`src/include/pri_defines.svh`:
```
`ifndef PRI_DEFINES_SVH
`define PRI_DEFINES_SVH

// byte offsets inside the peripheral window
`define PRI_OFF_CTRL     14'h0000
`define PRI_OFF_MODE     14'h0004
`define PRI_OFF_ENA      14'h0008
`define PRI_OFF_DIS      14'h000C
`define PRI_OFF_ENSTAT   14'h0010
`define PRI_OFF_STATUS   14'h0014
`define PRI_OFF_IER      14'h0018
`define PRI_OFF_IDR      14'h001C
`define PRI_OFF_IMR      14'h0020
`define PRI_OFF_RXDATA   14'h0024
`define PRI_OFF_TXDATA   14'h0028
`define PRI_OFF_CH_BASE  14'h0030
`define PRI_CH_STRIDE    14'h0008
`define PRI_CH_CNT_OFF   14'h0004

// field positions
`define PRI_STAT_END_LSB 0
`define PRI_STAT_EXT_LSB 4
`define PRI_CTRL_ABT_LSB 0

// reset values
`define PRI_MODE_RST     16'h0000
`define PRI_ENSTAT_RST   16'h0000
`define PRI_IMR_RST      16'h0000
`define PRI_PTR_RST      32'h0000_0000
`define PRI_CNT_RST      16'h0000

// window sizes in address bits
`define PRI_WIN_BITS     14
`define PRI_WIN_BITS_IRQ 12

`endif

```
`src/include/pri_pkg.sv`:
```
package pri_pkg;
  typedef logic [31:0] pri_word_t;
  typedef logic [15:0] pri_count_t;
  typedef logic [13:0] pri_off_t;
  // channel roles: two serial ports, one receive and one transmit channel each
  typedef enum logic [1:0] {
    PRI_CH_RX0,
    PRI_CH_TX0,
    PRI_CH_RX1,
    PRI_CH_TX1
  } pri_chan_t;
endpackage : pri_pkg

```
`src/pri_regs.sv`:
```
`timescale 1ns/10ps
`default_nettype none
`include "pri_defines.svh"

module pri_regs
  import pri_pkg::*;
#(
  parameter int        WIN_BITS   = `PRI_WIN_BITS,
  parameter pri_word_t WIN_BASE   = 32'hFFFC_0000,
  parameter int        MODE_W     = 16,
  parameter int        ENS_W      = 16,
  parameter int        EXT_W      = 12,
  parameter int        CMD_W      = 8,
  parameter int        XFER_BYTES = 1
) (
  input  wire logic             mclk,
  input  wire logic             nrst,
  input  wire logic             psel,
  input  wire logic             penable,
  input  wire logic             pwrite,
  input  wire pri_word_t        paddr,
  input  wire pri_word_t        pwdata,
  output var  pri_word_t        prdata,
  output logic                  pready,
  output logic                  pslverr,
  output var  logic [CMD_W-1:0] cmd_pulse,
  output var  logic [MODE_W-1:0] mode,
  output var  logic [ENS_W-1:0] enable_state,
  input  wire logic [EXT_W-1:0] periph_status,
  input  wire logic             rx_data_valid,
  input  wire pri_word_t        rx_data_in,
  output var  pri_word_t        tx_data,
  output logic                  tx_data_wr,
  input  wire logic [3:0]       xfer_done,
  output var  logic [3:0]       chan_busy,
  output var  pri_word_t        chan_ptr [4],
  output logic                  irq_source
);

  localparam int STAT_W = EXT_W + 4;

  function automatic logic hit(input pri_off_t off, input pri_off_t reg_off);
    return off == reg_off;
  endfunction : hit

  pri_off_t          loc_off;
  logic              in_win;
  logic              acc;
  logic              wr;
  logic              rd;
  logic [3:0]        end_flags;
  logic [STAT_W-1:0] status;
  pri_count_t        chan_cnt [4];
  logic [3:0]        ptr_wr;
  logic [3:0]        cnt_wr;
  logic [3:0]        abort;

  logic [CMD_W-1:0]  cmd_ff;
  logic [MODE_W-1:0] mode_ff;
  logic [ENS_W-1:0]  ens_ff;
  logic [STAT_W-1:0] imr_ff;
  pri_word_t         rxd_ff;
  pri_word_t         txd_ff;
  logic              txw_ff;
  pri_word_t         rdata_ff;
  logic [CMD_W-1:0]  nxt_cmd;
  logic [MODE_W-1:0] nxt_mode;
  logic [ENS_W-1:0]  nxt_ens;
  logic [STAT_W-1:0] nxt_imr;
  pri_word_t         nxt_rdata;

  // low two address bits are dropped, so any byte or half-word hit is a word access
  assign loc_off = pri_off_t'(paddr[WIN_BITS-1:0]) & ~14'h0003;
  assign in_win  = (paddr[31:WIN_BITS] == WIN_BASE[31:WIN_BITS]);
  assign acc     = psel && penable && in_win;
  assign wr      = acc && pwrite;
  assign rd      = psel && !penable && !pwrite && in_win;
  // zero wait states, no errors: an unmapped offset reads zero and drops writes
  assign pready  = 1'b1;
  assign pslverr = 1'b0;

  assign nxt_cmd  = (wr && hit(loc_off, `PRI_OFF_CTRL)) ? pwdata[CMD_W-1:0] : '0;
  assign nxt_mode = (wr && hit(loc_off, `PRI_OFF_MODE)) ? pwdata[MODE_W-1:0] : mode_ff;
  assign nxt_ens  = (wr && hit(loc_off, `PRI_OFF_ENA)) ? (ens_ff | pwdata[ENS_W-1:0]) :
                    (wr && hit(loc_off, `PRI_OFF_DIS)) ? (ens_ff & ~pwdata[ENS_W-1:0]) :
                    ens_ff;
  assign nxt_imr  = (wr && hit(loc_off, `PRI_OFF_IER)) ? (imr_ff | pwdata[STAT_W-1:0]) :
                    (wr && hit(loc_off, `PRI_OFF_IDR)) ? (imr_ff & ~pwdata[STAT_W-1:0]) :
                    imr_ff;

  // status is pure hardware state; its offset has no write path at all
  assign status = {periph_status, end_flags};
  assign abort  = (wr && hit(loc_off, `PRI_OFF_CTRL)) ?
                  pwdata[`PRI_CTRL_ABT_LSB +: 4] : 4'h0;

  for (genvar i = 0; i < 4; i++) begin : g_chan
    localparam pri_off_t PTR_OFF = `PRI_OFF_CH_BASE + pri_off_t'(i) * `PRI_CH_STRIDE;
    assign ptr_wr[i] = wr && hit(loc_off, PTR_OFF);
    assign cnt_wr[i] = wr && hit(loc_off, PTR_OFF + `PRI_CH_CNT_OFF);
    pri_xfer_channel #(
      .XFER_BYTES(XFER_BYTES)
    ) u_chan (
      .mclk     (mclk),
      .nrst     (nrst),
      .ptr_wr   (ptr_wr[i]),
      .cnt_wr   (cnt_wr[i]),
      .abort    (abort[i]),
      .wdata    (pwdata),
      .xfer_done(xfer_done[i]),
      .ptr      (chan_ptr[i]),
      .cnt      (chan_cnt[i]),
      .busy     (chan_busy[i]),
      .end_flag (end_flags[i])
    );
  end

  // read data is registered in the setup phase and stands during the access phase
  always_comb begin
    nxt_rdata = '0;
    if (hit(loc_off, `PRI_OFF_MODE)) begin
      nxt_rdata = 32'(mode_ff);
    end
    if (hit(loc_off, `PRI_OFF_ENSTAT)) begin
      nxt_rdata = 32'(ens_ff);
    end
    if (hit(loc_off, `PRI_OFF_STATUS)) begin
      nxt_rdata = 32'(status);
    end
    if (hit(loc_off, `PRI_OFF_IMR)) begin
      nxt_rdata = 32'(imr_ff);
    end
    if (hit(loc_off, `PRI_OFF_RXDATA)) begin
      nxt_rdata = rxd_ff;
    end
    if (hit(loc_off, `PRI_OFF_TXDATA)) begin
      nxt_rdata = txd_ff;
    end
    for (int k = 0; k < 4; k++) begin
      if (hit(loc_off, `PRI_OFF_CH_BASE + pri_off_t'(k) * `PRI_CH_STRIDE)) begin
        nxt_rdata = chan_ptr[k];
      end
      if (hit(loc_off, `PRI_OFF_CH_BASE + pri_off_t'(k) * `PRI_CH_STRIDE + `PRI_CH_CNT_OFF)) begin
        nxt_rdata = 32'(chan_cnt[k]);
      end
    end
  end

  always_ff @(posedge mclk) begin
    if (!nrst) begin
      cmd_ff   <= '0;
      mode_ff  <= `PRI_MODE_RST;
      ens_ff   <= `PRI_ENSTAT_RST;
      imr_ff   <= `PRI_IMR_RST;
      rxd_ff   <= '0;
      txd_ff   <= '0;
      txw_ff   <= 1'b0;
      rdata_ff <= '0;
    end else begin
      cmd_ff  <= nxt_cmd;
      mode_ff <= nxt_mode;
      ens_ff  <= nxt_ens;
      imr_ff  <= nxt_imr;
      txw_ff  <= wr && hit(loc_off, `PRI_OFF_TXDATA);
      if (rx_data_valid) begin
        rxd_ff <= rx_data_in;
      end
      if (wr && hit(loc_off, `PRI_OFF_TXDATA)) begin
        txd_ff <= pwdata;
      end
      if (rd) begin
        rdata_ff <= nxt_rdata;
      end
    end
  end

  assign cmd_pulse    = cmd_ff;
  assign mode         = mode_ff;
  assign enable_state = ens_ff;
  assign tx_data      = txd_ff;
  assign tx_data_wr   = txw_ff;
  assign prdata       = rdata_ff;
  assign irq_source   = |(status & imr_ff);

  a_enable_sets: assert property (@(posedge mclk) disable iff (!nrst)
    wr && hit(loc_off, `PRI_OFF_ENA) |=> (enable_state & $past(pwdata[ENS_W-1:0]))
      == $past(pwdata[ENS_W-1:0]))
    else $error("enable write did not set status bits");
  a_disable_clears: assert property (@(posedge mclk) disable iff (!nrst)
    wr && hit(loc_off, `PRI_OFF_DIS) |=> (enable_state & $past(pwdata[ENS_W-1:0])) == '0)
    else $error("disable write did not clear status bits");
  a_zero_keeps: assert property (@(posedge mclk) disable iff (!nrst)
    wr && (hit(loc_off, `PRI_OFF_ENA) || hit(loc_off, `PRI_OFF_DIS))
    |=> ((enable_state ^ $past(enable_state)) & ~$past(pwdata[ENS_W-1:0])) == '0)
    else $error("zero bit changed a status bit");
  a_mask_only_cmd: assert property (@(posedge mclk) disable iff (!nrst)
    !(wr && (hit(loc_off, `PRI_OFF_IER) || hit(loc_off, `PRI_OFF_IDR))) |=> $stable(imr_ff))
    else $error("mask changed without enable or disable write");
  a_irq_or: assert property (@(posedge mclk) disable iff (!nrst)
    irq_source == ((status & imr_ff) != '0))
    else $error("interrupt source is not the masked OR");
  a_cmd_pulse: assert property (@(posedge mclk) disable iff (!nrst)
    cmd_pulse != '0 |-> $past(wr && hit(loc_off, `PRI_OFF_CTRL)))
    else $error("command fired without a control write");
  a_mode_reset: assert property (@(posedge mclk)
    $rose(nrst) |-> mode == '0 && imr_ff == '0)
    else $error("mode not zero after reset");
  a_unused_zero: assert property (@(posedge mclk) disable iff (!nrst)
    $past(rd) && $past(hit(loc_off, `PRI_OFF_MODE)) |-> prdata[31:MODE_W] == '0)
    else $error("unused mode bits read nonzero");
  a_word_align: assert property (@(posedge mclk) disable iff (!nrst)
    wr && paddr[1:0] != 2'h0 && hit(loc_off, `PRI_OFF_MODE) |=> mode == $past(pwdata[MODE_W-1:0]))
    else $error("sub-word write not carried out as word");
  a_end_irq: assert property (@(posedge mclk) disable iff (!nrst)
    imr_ff[`PRI_STAT_END_LSB] && end_flags[0] |-> irq_source)
    else $error("masked end of transfer raised no interrupt");
  a_mode_hold: assert property (@(posedge mclk) disable iff (!nrst)
    !(wr && hit(loc_off, `PRI_OFF_MODE)) |=> $stable(mode))
    else $error("mode changed without a mode write");
  a_status_ro: assert property (@(posedge mclk) disable iff (!nrst)
    wr && hit(loc_off, `PRI_OFF_STATUS)
    |=> $stable(mode) && $stable(enable_state) && $stable(imr_ff))
    else $error("status write changed a register");
  // an access just outside the window must not alias onto a register
  a_window_drop: assert property (@(posedge mclk) disable iff (!nrst)
    psel && penable && pwrite && !in_win |=> $stable(mode) && $stable(enable_state))
    else $error("out-of-window write reached a register");
  a_abort_idle: assert property (@(posedge mclk) disable iff (!nrst)
    wr && hit(loc_off, `PRI_OFF_CTRL)
    |=> (chan_busy & $past(pwdata[`PRI_CTRL_ABT_LSB +: 4])) == 4'h0)
    else $error("abort command left a channel busy");
  a_rx_capture: assert property (@(posedge mclk) disable iff (!nrst)
    rx_data_valid |=> rxd_ff == $past(rx_data_in))
    else $error("receive word not captured");
  a_tx_strobe: assert property (@(posedge mclk) disable iff (!nrst)
    wr && hit(loc_off, `PRI_OFF_TXDATA) |=> tx_data_wr && tx_data == $past(pwdata))
    else $error("transmit write gave no strobe or word");

  c_abort_cmd: cover property (@(posedge mclk) disable iff (!nrst)
    wr && hit(loc_off, `PRI_OFF_CTRL) && pwdata[3:0] != 4'h0);
  c_irq_rise: cover property (@(posedge mclk) disable iff (!nrst) $rose(irq_source));
  c_chan_run: cover property (@(posedge mclk) disable iff (!nrst) $fell(chan_busy[1]));
  c_tx_write: cover property (@(posedge mclk) disable iff (!nrst) tx_data_wr);

endmodule : pri_regs
`default_nettype wire

```
`src/pri_xfer_channel.sv`:
```
`timescale 1ns/10ps
`default_nettype none
`include "pri_defines.svh"

module pri_xfer_channel
  import pri_pkg::*;
#(
  parameter int XFER_BYTES = 1
) (
  input  wire logic       mclk,
  input  wire logic       nrst,
  input  wire logic       ptr_wr,
  input  wire logic       cnt_wr,
  input  wire logic       abort,
  input  wire pri_word_t  wdata,
  input  wire logic       xfer_done,
  output var  pri_word_t  ptr,
  output var  pri_count_t cnt,
  output logic            busy,
  output logic            end_flag
);

  pri_word_t  ptr_ff;
  pri_count_t cnt_ff;
  pri_word_t  nxt_ptr;
  pri_count_t nxt_cnt;
  logic       step;

  // a done strobe on an idle channel is ignored
  assign step    = xfer_done && (cnt_ff != 16'h0000);
  // software writes win over a transfer completing in the same cycle
  assign nxt_ptr = ptr_wr ? wdata : (step ? ptr_ff + 32'(XFER_BYTES) : ptr_ff);
  assign nxt_cnt = (cnt_wr ? wdata[15:0] :
                   (abort ? 16'h0000 : (step ? cnt_ff - 16'h0001 : cnt_ff)));

  always_ff @(posedge mclk) begin
    if (!nrst) begin
      ptr_ff <= `PRI_PTR_RST;
      cnt_ff <= `PRI_CNT_RST;
    end else begin
      ptr_ff <= nxt_ptr;
      cnt_ff <= nxt_cnt;
    end
  end

  assign ptr      = ptr_ff;
  assign cnt      = cnt_ff;
  assign busy     = (cnt_ff != 16'h0000);
  assign end_flag = (cnt_ff == 16'h0000);

  a_ptr_advance: assert property (@(posedge mclk) disable iff (!nrst)
    step && !ptr_wr |=> ptr == $past(ptr) + 32'(XFER_BYTES))
    else $error("pointer did not advance by the transfer size");
  a_cnt_decrement: assert property (@(posedge mclk) disable iff (!nrst)
    step && !cnt_wr && !abort |=> cnt == $past(cnt) - 16'h0001)
    else $error("counter did not decrement on a transfer");
  a_idle_hold: assert property (@(posedge mclk) disable iff (!nrst)
    end_flag && !cnt_wr |=> end_flag && $stable(ptr) || $past(ptr_wr))
    else $error("idle channel moved without a write");
  c_chan_finish: cover property (@(posedge mclk) disable iff (!nrst)
    busy ##1 end_flag);

endmodule : pri_xfer_channel
`default_nettype wire

```
`config.mk`:
```
export PLATFORM = sky130hd
export DESIGN_NAME = pri_regs
export DESIGN_NICKNAME = d
export VERILOG_FILES = /design/src/include/pri_pkg.sv /design/src/pri_regs.sv /design/src/pri_xfer_channel.sv
export VERILOG_INCLUDE_DIRS = /design/src /design/src/include
export SDC_FILE = /design/constraint.sdc
export NUM_CORES = 1
export LEC_CHECK = 0
export BUFFER_PORTS_ARGS = -buffer_cell sky130_fd_sc_hd__buf_2
export CORE_MARGIN = 5
export CORE_UTILIZATION = 25
export CTS_BUF_LIST = sky130_fd_sc_hd__clkbuf_4 sky130_fd_sc_hd__clkbuf_8 sky130_fd_sc_hd__clkbuf_16
export DETAILED_ROUTE_END_ITERATION = 8
export MAX_ROUTING_LAYER = met4
export PLACE_DENSITY = 0.45
export SLEW_MARGIN = 0
export SYNTH_ARGS = -nofsm -noshare
export SYNTH_HDL_FRONTEND = slang
export SYNTH_SLANG_ARGS = --single-unit
```
`constraint.sdc`:
```
create_clock -name mclk -period 7.25 [get_ports mclk]
set_input_delay 1.45 -clock mclk [delete_from_list [all_inputs] [get_ports mclk]]
set_output_delay 1.45 -clock mclk [all_outputs]
set_load 0.01 [all_outputs]
```
# After elaboration in Yosys (flattened, before gate mapping)
# Cells that the tools add are included.
dict set report word_totals {
  ff_bits 345
  out_inout_bits 240
}
dict set report op_classes {
  add_sub_neg 8
  n_eq_ne 19
  n_mux 39
  bitwise_logic 6
  n_reduce_logical 48
}
# cell count
set op_table {}
lappend op_table {{$mux W32} 21}
lappend op_table {{$mux W16} 17}
lappend op_table {{$add A32 B1 Y32 const B} 4}
lappend op_table {{$eq A12 B4 Y1 const B} 7}
lappend op_table {{$logic_not A16 Y1} 4}
lappend op_table {{$reduce_bool A16 Y1} 4}
lappend op_table {{$sub A16 B1 Y16 const B} 4}
lappend op_table {{$and A16 B16 Y16} 3}
lappend op_table {{$eq A12 B3 Y1 const B} 4}
lappend op_table {{$eq A12 B5 Y1 const B} 4}
lappend op_table {{$or A16 B16 Y16} 2}
lappend op_table {{$logic_and A1 B1 Y1} 25}
lappend op_table {{$eq A12 B2 Y1 const B} 2}
lappend op_table {{$eq A18 B18 Y1 const B} 1}
lappend op_table {{$not A16 Y16} 1}
lappend op_table {{$reduce_or A16 Y1} 1}
lappend op_table {{$logic_not A14 Y1} 1}
lappend op_table {{$eq A12 B1 Y1 const B} 1}
lappend op_table {{$reduce_bool A2 Y1} 6}
lappend op_table {{$reduce_bool A3 Y1} 4}
lappend op_table {{$mux W4} 1}
lappend op_table {{$logic_not A1 Y1} 2}
lappend op_table {{$reduce_and A2 Y1} 1}

# Depth between registers and ports, before layout
dict set report depth {
  ltp_word 15
  mapped_depth 11
  depth_no_buf 8
}

# By module
# Synthesis repeated with hierarchy kept, for this count alone.
dict set report unflattened {
  hier_cells 2608
  hier_area_um2 20626.0
}
# mod instances cells_each area_each_um2
set by_module_without_submodules {}
lappend by_module_without_submodules {pri_regs 1 1136 8917.3}
lappend by_module_without_submodules {{pri_xfer_channel at g_chan[2].u_chan ...} 2 397 3136.8}
lappend by_module_without_submodules {{pri_xfer_channel at g_chan[0].u_chan ...} 2 339 2717.6}

# Least setup slack after synthesis
# Ideal clock, no wire load.
dict set report synth_path {
  path_kind {input port to flip-flop}
  start {input paddr[17]}
  end {register rdata_ff[14], in the netlist prdata[14]}
  setup_ps 128
  arrival_time_ps 3818
  t_required_ps 7122
  path_slack_ps 3304
  stages 9
  path_buffers 4
  path_cell_list {or4b_1 -> or4_1 -> buf_2 -> or4_1 -> clkbuf_1 -> buf_2 -> buf_2 -> a221oi_1 -> a21oi_1}
}
dict set report synth_via {
  elab_chain_cells 2
}
# element line
set synth_rtl {}
lappend synth_rtl {{from (decl)} pri_regs.sv:21} ;# input wire pri_word_t paddr,
lappend synth_rtl {{$eq A18 B18 Y1} pri_regs.sv:74} ;# assign in_win = (paddr[31:WIN_BITS] == WIN_BASE[31:WIN_BITS]);
lappend synth_rtl {{$logic_and A1 B1 Y1} pri_regs.sv:77} ;# assign rd = psel && !penable && !pwrite && in_win;
lappend synth_rtl {{to (signal assigned)} pri_regs.sv:171} ;# rdata_ff <= nxt_rdata;
lappend synth_rtl {{to (decl)} pri_regs.sv:65} ;# pri_word_t rdata_ff;
# No other way between the ends.
# A chain may end at the register's enable or synchronous reset.

# Worst setup path after layout
dict set report layout_path {
  start {register g_chan[0].u_chan.cnt_ff[1]}
  end {output irq_source}
}
dict set report layout_via {
  elab_chain_cells 3
}
# element line
set layout_rtl {}
lappend layout_rtl {{from (decl)} pri_xfer_channel.sv:24} ;# pri_count_t cnt_ff;
lappend layout_rtl {{from (signal assigned)} pri_xfer_channel.sv:39} ;# cnt_ff <= `PRI_CNT_RST;
lappend layout_rtl {{from (signal assigned)} pri_xfer_channel.sv:42} ;# cnt_ff <= nxt_cnt;
lappend layout_rtl {{$logic_not A16 Y1} pri_xfer_channel.sv:49} ;# assign end_flag = (cnt_ff == 16'h0000);
lappend layout_rtl {{$and A16 B16 Y16} pri_regs.sv:182} ;# assign irq_source = |(status & imr_ff);
lappend layout_rtl {{$reduce_or A16 Y1} pri_regs.sv:182}
lappend layout_rtl {{to (decl)} pri_regs.sv:37} ;# output logic irq_source
# No other way between the ends.

==> run_summary.xml <==
<?xml version="1.0" encoding="UTF-8"?>
<metrics>
  <group name="clock_network">
    <metric name="worst_setup_hold_path_clk_slew" unit="ps">60</metric>
    <metric name="total_clock_buffers_created_by_cts" unit="">44</metric>
    <metric name="cts_max_path_buffers" unit="">3</metric>
    <metric name="ctsHtreeMaxLevel" unit="">2</metric>
    <metric name="cts.hold.buffers_added" unit="">0</metric>
    <metric name="tritoncts_num_sinks" unit="">345</metric>
    <metric name="cts.repair.resized" unit="">0</metric>
    <metric name="worstSkewPairLatency" unit="ps">600</metric>
    <metric name="post_cts_buffers" unit="">0</metric>
    <metric name="cts_tree" unit="">built</metric>
    <metric name="ctsRootBufferMaster" unit="">clkbuf_16</metric>
  </group>
  <group name="critical_path">
    <metric name="worst-path-max-fanout" unit="">4</metric>
    <metric name="timing.critical_path.required" unit="ps">5800</metric>
    <metric name="setup.worst_path.end_class" unit="">output pin</metric>
    <metric name="worstReg2RegStart" unit="">g_chan[0].u_chan.cnt[0]</metric>
    <metric name="timing.critical_path.arrival" unit="ps">3150</metric>
    <metric name="crit_type" unit="">register to output pin</metric>
    <metric name="critPathLaunch" unit="">g_chan[0].u_chan.cnt[1]</metric>
    <metric name="startpoint_type" unit="">register</metric>
  </group>
  <group name="job">
    <metric name="max_capacitance_violation_count" unit="">0</metric>
  </group>
  <group name="layout">
    <metric name="num-fill-cells" unit="">8140</metric>
    <metric name="flow.area_growth_from_synthesis" unit="%">21.3</metric>
    <metric name="final_layout_size_suffix_gt1_share" unit="%">19.3</metric>
    <metric name="layout.nets" unit="">2803</metric>
    <metric name="finish.cell_count_without_fillers" unit="">3745</metric>
  </group>
  <group name="sta">
    <metric name="timing.fmax" unit="MHz">217</metric>
    <metric name="final.setup_skew" unit="ps">31.8</metric>
    <metric name="timing.final.setup_violations" unit="">0</metric>
    <metric name="final-max-slew-violation-count" unit="">0</metric>
    <metric name="timing.setup.tns" unit="ps">0</metric>
    <metric name="remaining_max_slew_budget_at_the_tightest_pin" unit="%">18.4</metric>
    <metric name="layout_min_cycle_time" unit="ps">4600</metric>
    <metric name="finalCritPeriodShare" unit="%">63.5</metric>
    <metric name="finalHoldViolCount" unit="">0</metric>
    <metric name="rsz0062_at_grt" unit="">false</metric>
    <metric name="worst_pin_slew" unit="ps">1210</metric>
  </group>
  <group name="route">
    <metric name="drt_first_iter_violations" unit="">2594</metric>
    <metric name="drt_pass_1_iters" unit="">8</metric>
    <metric name="remaining_drc_errors" unit="">0</metric>
    <metric name="detail-route-antenna-nets" unit="">0</metric>
    <metric name="avgViaCountPerCell" unit="">5.65</metric>
    <metric name="vias" unit="">21100</metric>
    <metric name="totalWireLength" unit="mm">104</metric>
    <metric name="detailed_route_wire_length_per_cell" unit="microns">27.6</metric>
  </group>
  <group name="logic_synthesis">
    <metric name="postSynthCellCount" unit="">2436</metric>
    <metric name="syn_avg_cell_area" unit="sq um">7.86</metric>
    <metric name="synth_seq_area_share" unit="%">36.1</metric>
    <metric name="yosys.cell_types.count" unit="">86</metric>
    <metric name="synth_async_sr_flop_share" unit="%">0</metric>
    <metric name="synth-edff-count" unit="">0</metric>
    <metric name="area_of_the_mapped_netlist" unit="sq um">19200</metric>
    <metric name="synthFlopType" unit="">dfxtp_1</metric>
    <metric name="syn_nets" unit="">2566</metric>
    <metric name="yosys_warnings" unit="">0</metric>
    <metric name="synth.ff_latch_count" unit="">345</metric>
  </group>
  <group name="die">
    <metric name="die_area" unit="sq um">82300</metric>
    <metric name="core.rowCount" unit="">101</metric>
    <metric name="core_area" unit="sq um">75900</metric>
    <metric name="io_pins" unit="">358</metric>
    <metric name="dieWidth" unit="microns">287</metric>
    <metric name="chipHeight" unit="microns">287</metric>
    <metric name="starting_density_of_the_core" unit="%">25.2</metric>
  </group>
  <group name="grt">
    <metric name="grt_first_pass_wirelength" unit="mm">146</metric>
    <metric name="antenna_found_initial" unit="">7</metric>
    <metric name="grt_pass1_vias" unit="">19700</metric>
    <metric name="grt.overflow.total" unit="">0</metric>
    <metric name="grt_max_degree" unit="">193</metric>
    <metric name="aggregate_global_route_resource_usage" unit="%">24.4</metric>
  </group>
  <group name="place">
    <metric name="port_buffer_count" unit="">353</metric>
    <metric name="dpl.cell_count" unit="">3657</metric>
    <metric name="place.gp.congestion" unit="">0.971</metric>
    <metric name="detailed_placement_wirelength_estimate" unit="mm">73.5</metric>
  </group>
  <group name="status">
    <metric name="status" unit="">finished clean</metric>
  </group>
  <group name="power">
    <metric name="max-vdd-ir-drop" unit="V">0.000156</metric>
    <metric name="p_per_area" unit="nW/um^2">236</metric>
    <metric name="static_leakage" unit="uW">0.00898</metric>
  </group>
  <group name="min_path">
    <metric name="worstHoldPathType" unit="">register to register</metric>
    <metric name="hold_path.startpoint" unit="">tx_data[18]</metric>
  </group>
</metrics>
cells by family (layout without fill, tap and decap cells):
| family | after synthesis | after routing | synth area share, % |
|---|---|---|---|
| XOR/XNOR | 131 | 131 | 5.99 |
| multiplexers | 76 | 76 | 3.99 |
| AND/OR/NAND/NOR | 901 | 901 | 23.3 |
| buffers and inverters | 240 | 511 | 5.06 |
| flip-flops | 345 | 345 | 36.1 |
| AO/OA/AOI/OAI | 729 | 729 | 24.8 |
| other | 2 | 10 | 0.0392 |
| adder cells (fa/ha/maj) | 12 | 12 | 0.784 |
cell type report:
class / instances / area [sq um] / area share (%)
Multi-Input combinational cell: 1851 / 11300 / 48.8
Sequential cell: 345 / 6910 / 29.7
Timing Repair Buffer: 390 / 2060 / 8.86
Clock buffer: 70 / 1400 / 6.03
Tap cell: 1030 / 1290 / 5.55
Inverter: 41 / 156 / 0.673
Clock inverter: 10 / 66.3 / 0.285
Antenna cell: 8 / 20.0 / 0.0862
metal layers:
layer / global-route usage (%) / share of wire [%] / vias to the layer above
met3: 5.88 / 9.0 / 165
met5: - / 0 / -
met2: 37.1 / 45 / 1084
met1: 32.9 / 44 / 10400
met4: 5.96 / 2.4 / 0
li1: - / - / 9510
per-stage QoR:
stage | worst slack, ps | hold WS (ps) | total power (uW) | area [sq um] | utilization, %
after floorplan | 3300 | 447 | 2840 | 19200 | -
after global placement | 2320 | 454 | 3210 | 21700 | 28.6
after detailed placement | 2240 | 458 | 3240 | 21700 | 28.6
after CTS | 2640 | 465 | 5500 | 23200 | 30.6
after global routing | 2520 | 491 | 5690 | 23200 | 30.6
final | 2650 | 463 | 5490 | 23200 | 30.6
cell usage after synthesis, drive strengths merged, types with 14 or more instances:
| cell | instances | area share [%] |
|---|---|---|
| a211oi | 68 | 2.7 |
| a21oi | 198 | 5.2 |
| a221oi | 19 | 0.87 |
| a222oi | 26 | 1.4 |
| a22oi | 53 | 2.1 |
| a31oi | 23 | 0.75 |
| a32oi | 23 | 1.1 |
| and2 | 19 | 0.62 |
| and3 | 34 | 1.1 |
| and4 | 18 | 0.82 |
| buf | 35 | 1.0 |
| clkbuf | 164 | 3.2 |
| dfxtp | 345 | 36 |
| inv | 39 | 0.76 |
| mux2i | 73 | 3.8 |
| nand2 | 289 | 5.7 |
| nand2b | 16 | 0.52 |
| nand3 | 78 | 2.0 |
| nand4 | 53 | 1.7 |
| nor2 | 205 | 4.1 |
| nor3 | 55 | 1.5 |
| nor4 | 55 | 2.1 |
| o21ai | 185 | 4.9 |
| or3 | 14 | 0.48 |
| or4 | 22 | 0.88 |
| xnor2 | 77 | 3.5 |
| xor2 | 54 | 2.5 |
registers in the layout (all words and copies together) (netlist names), named ones only:
signal	count
tx_data_wr	1
cmd_pulse	8
g_chan.u_chan.ptr	128
tx_data	32
g_chan.u_chan.cnt	64
rxd_ff	32
prdata	32
mode	16
worst max-delay path: stages (launching register included):
cell and delay, ps:
dfxtp_1 330, inv_1 190, ha_1 180, or4b_2 630, nor4_1 720, a211oi_1 200
nand2_1 150, buf_2 150
report_power, final:
group	total (uW)	internal, uW	switching, uW
combinational	1030	387	646
sequential	2200	1990	207
clock	2250	1320	929
total	5490	3700	1780
final timing paths:
check | endpoint | slack, ps | cells after the start
setup reg to reg | g_chan[0].u_chan.ptr[31] | 3560 | 8
hold / removal | tx_data[18] | 460 | 2
setup / recovery | irq_source | 2650 | 7
hold reg to reg | tx_data[18] | 460 | 2
cells in the final DEF (no fill, tap or decap), types with 18 or more instances in the layout:
master,instances
a211oi_1,65
a21oi_1,198
a221oi_1,19
a222oi_1,26
a22oi_1,53
a31oi_1,23
a32oi_1,23
and3_1,34
and4_1,18
buf_2,352
buf_4,37
clkbuf_16,46
dfxtp_1,345
inv_1,39
mux2i_1,73
nand2_1,289
nand3_1,78
nand4_1,53
nor2_1,200
nor3_1,52
nor4_1,44
o21ai_0,180
or4_1,21
xnor2_1,77
xor2_1,54
Note: power is estimated with default switching activity, not from simulation.
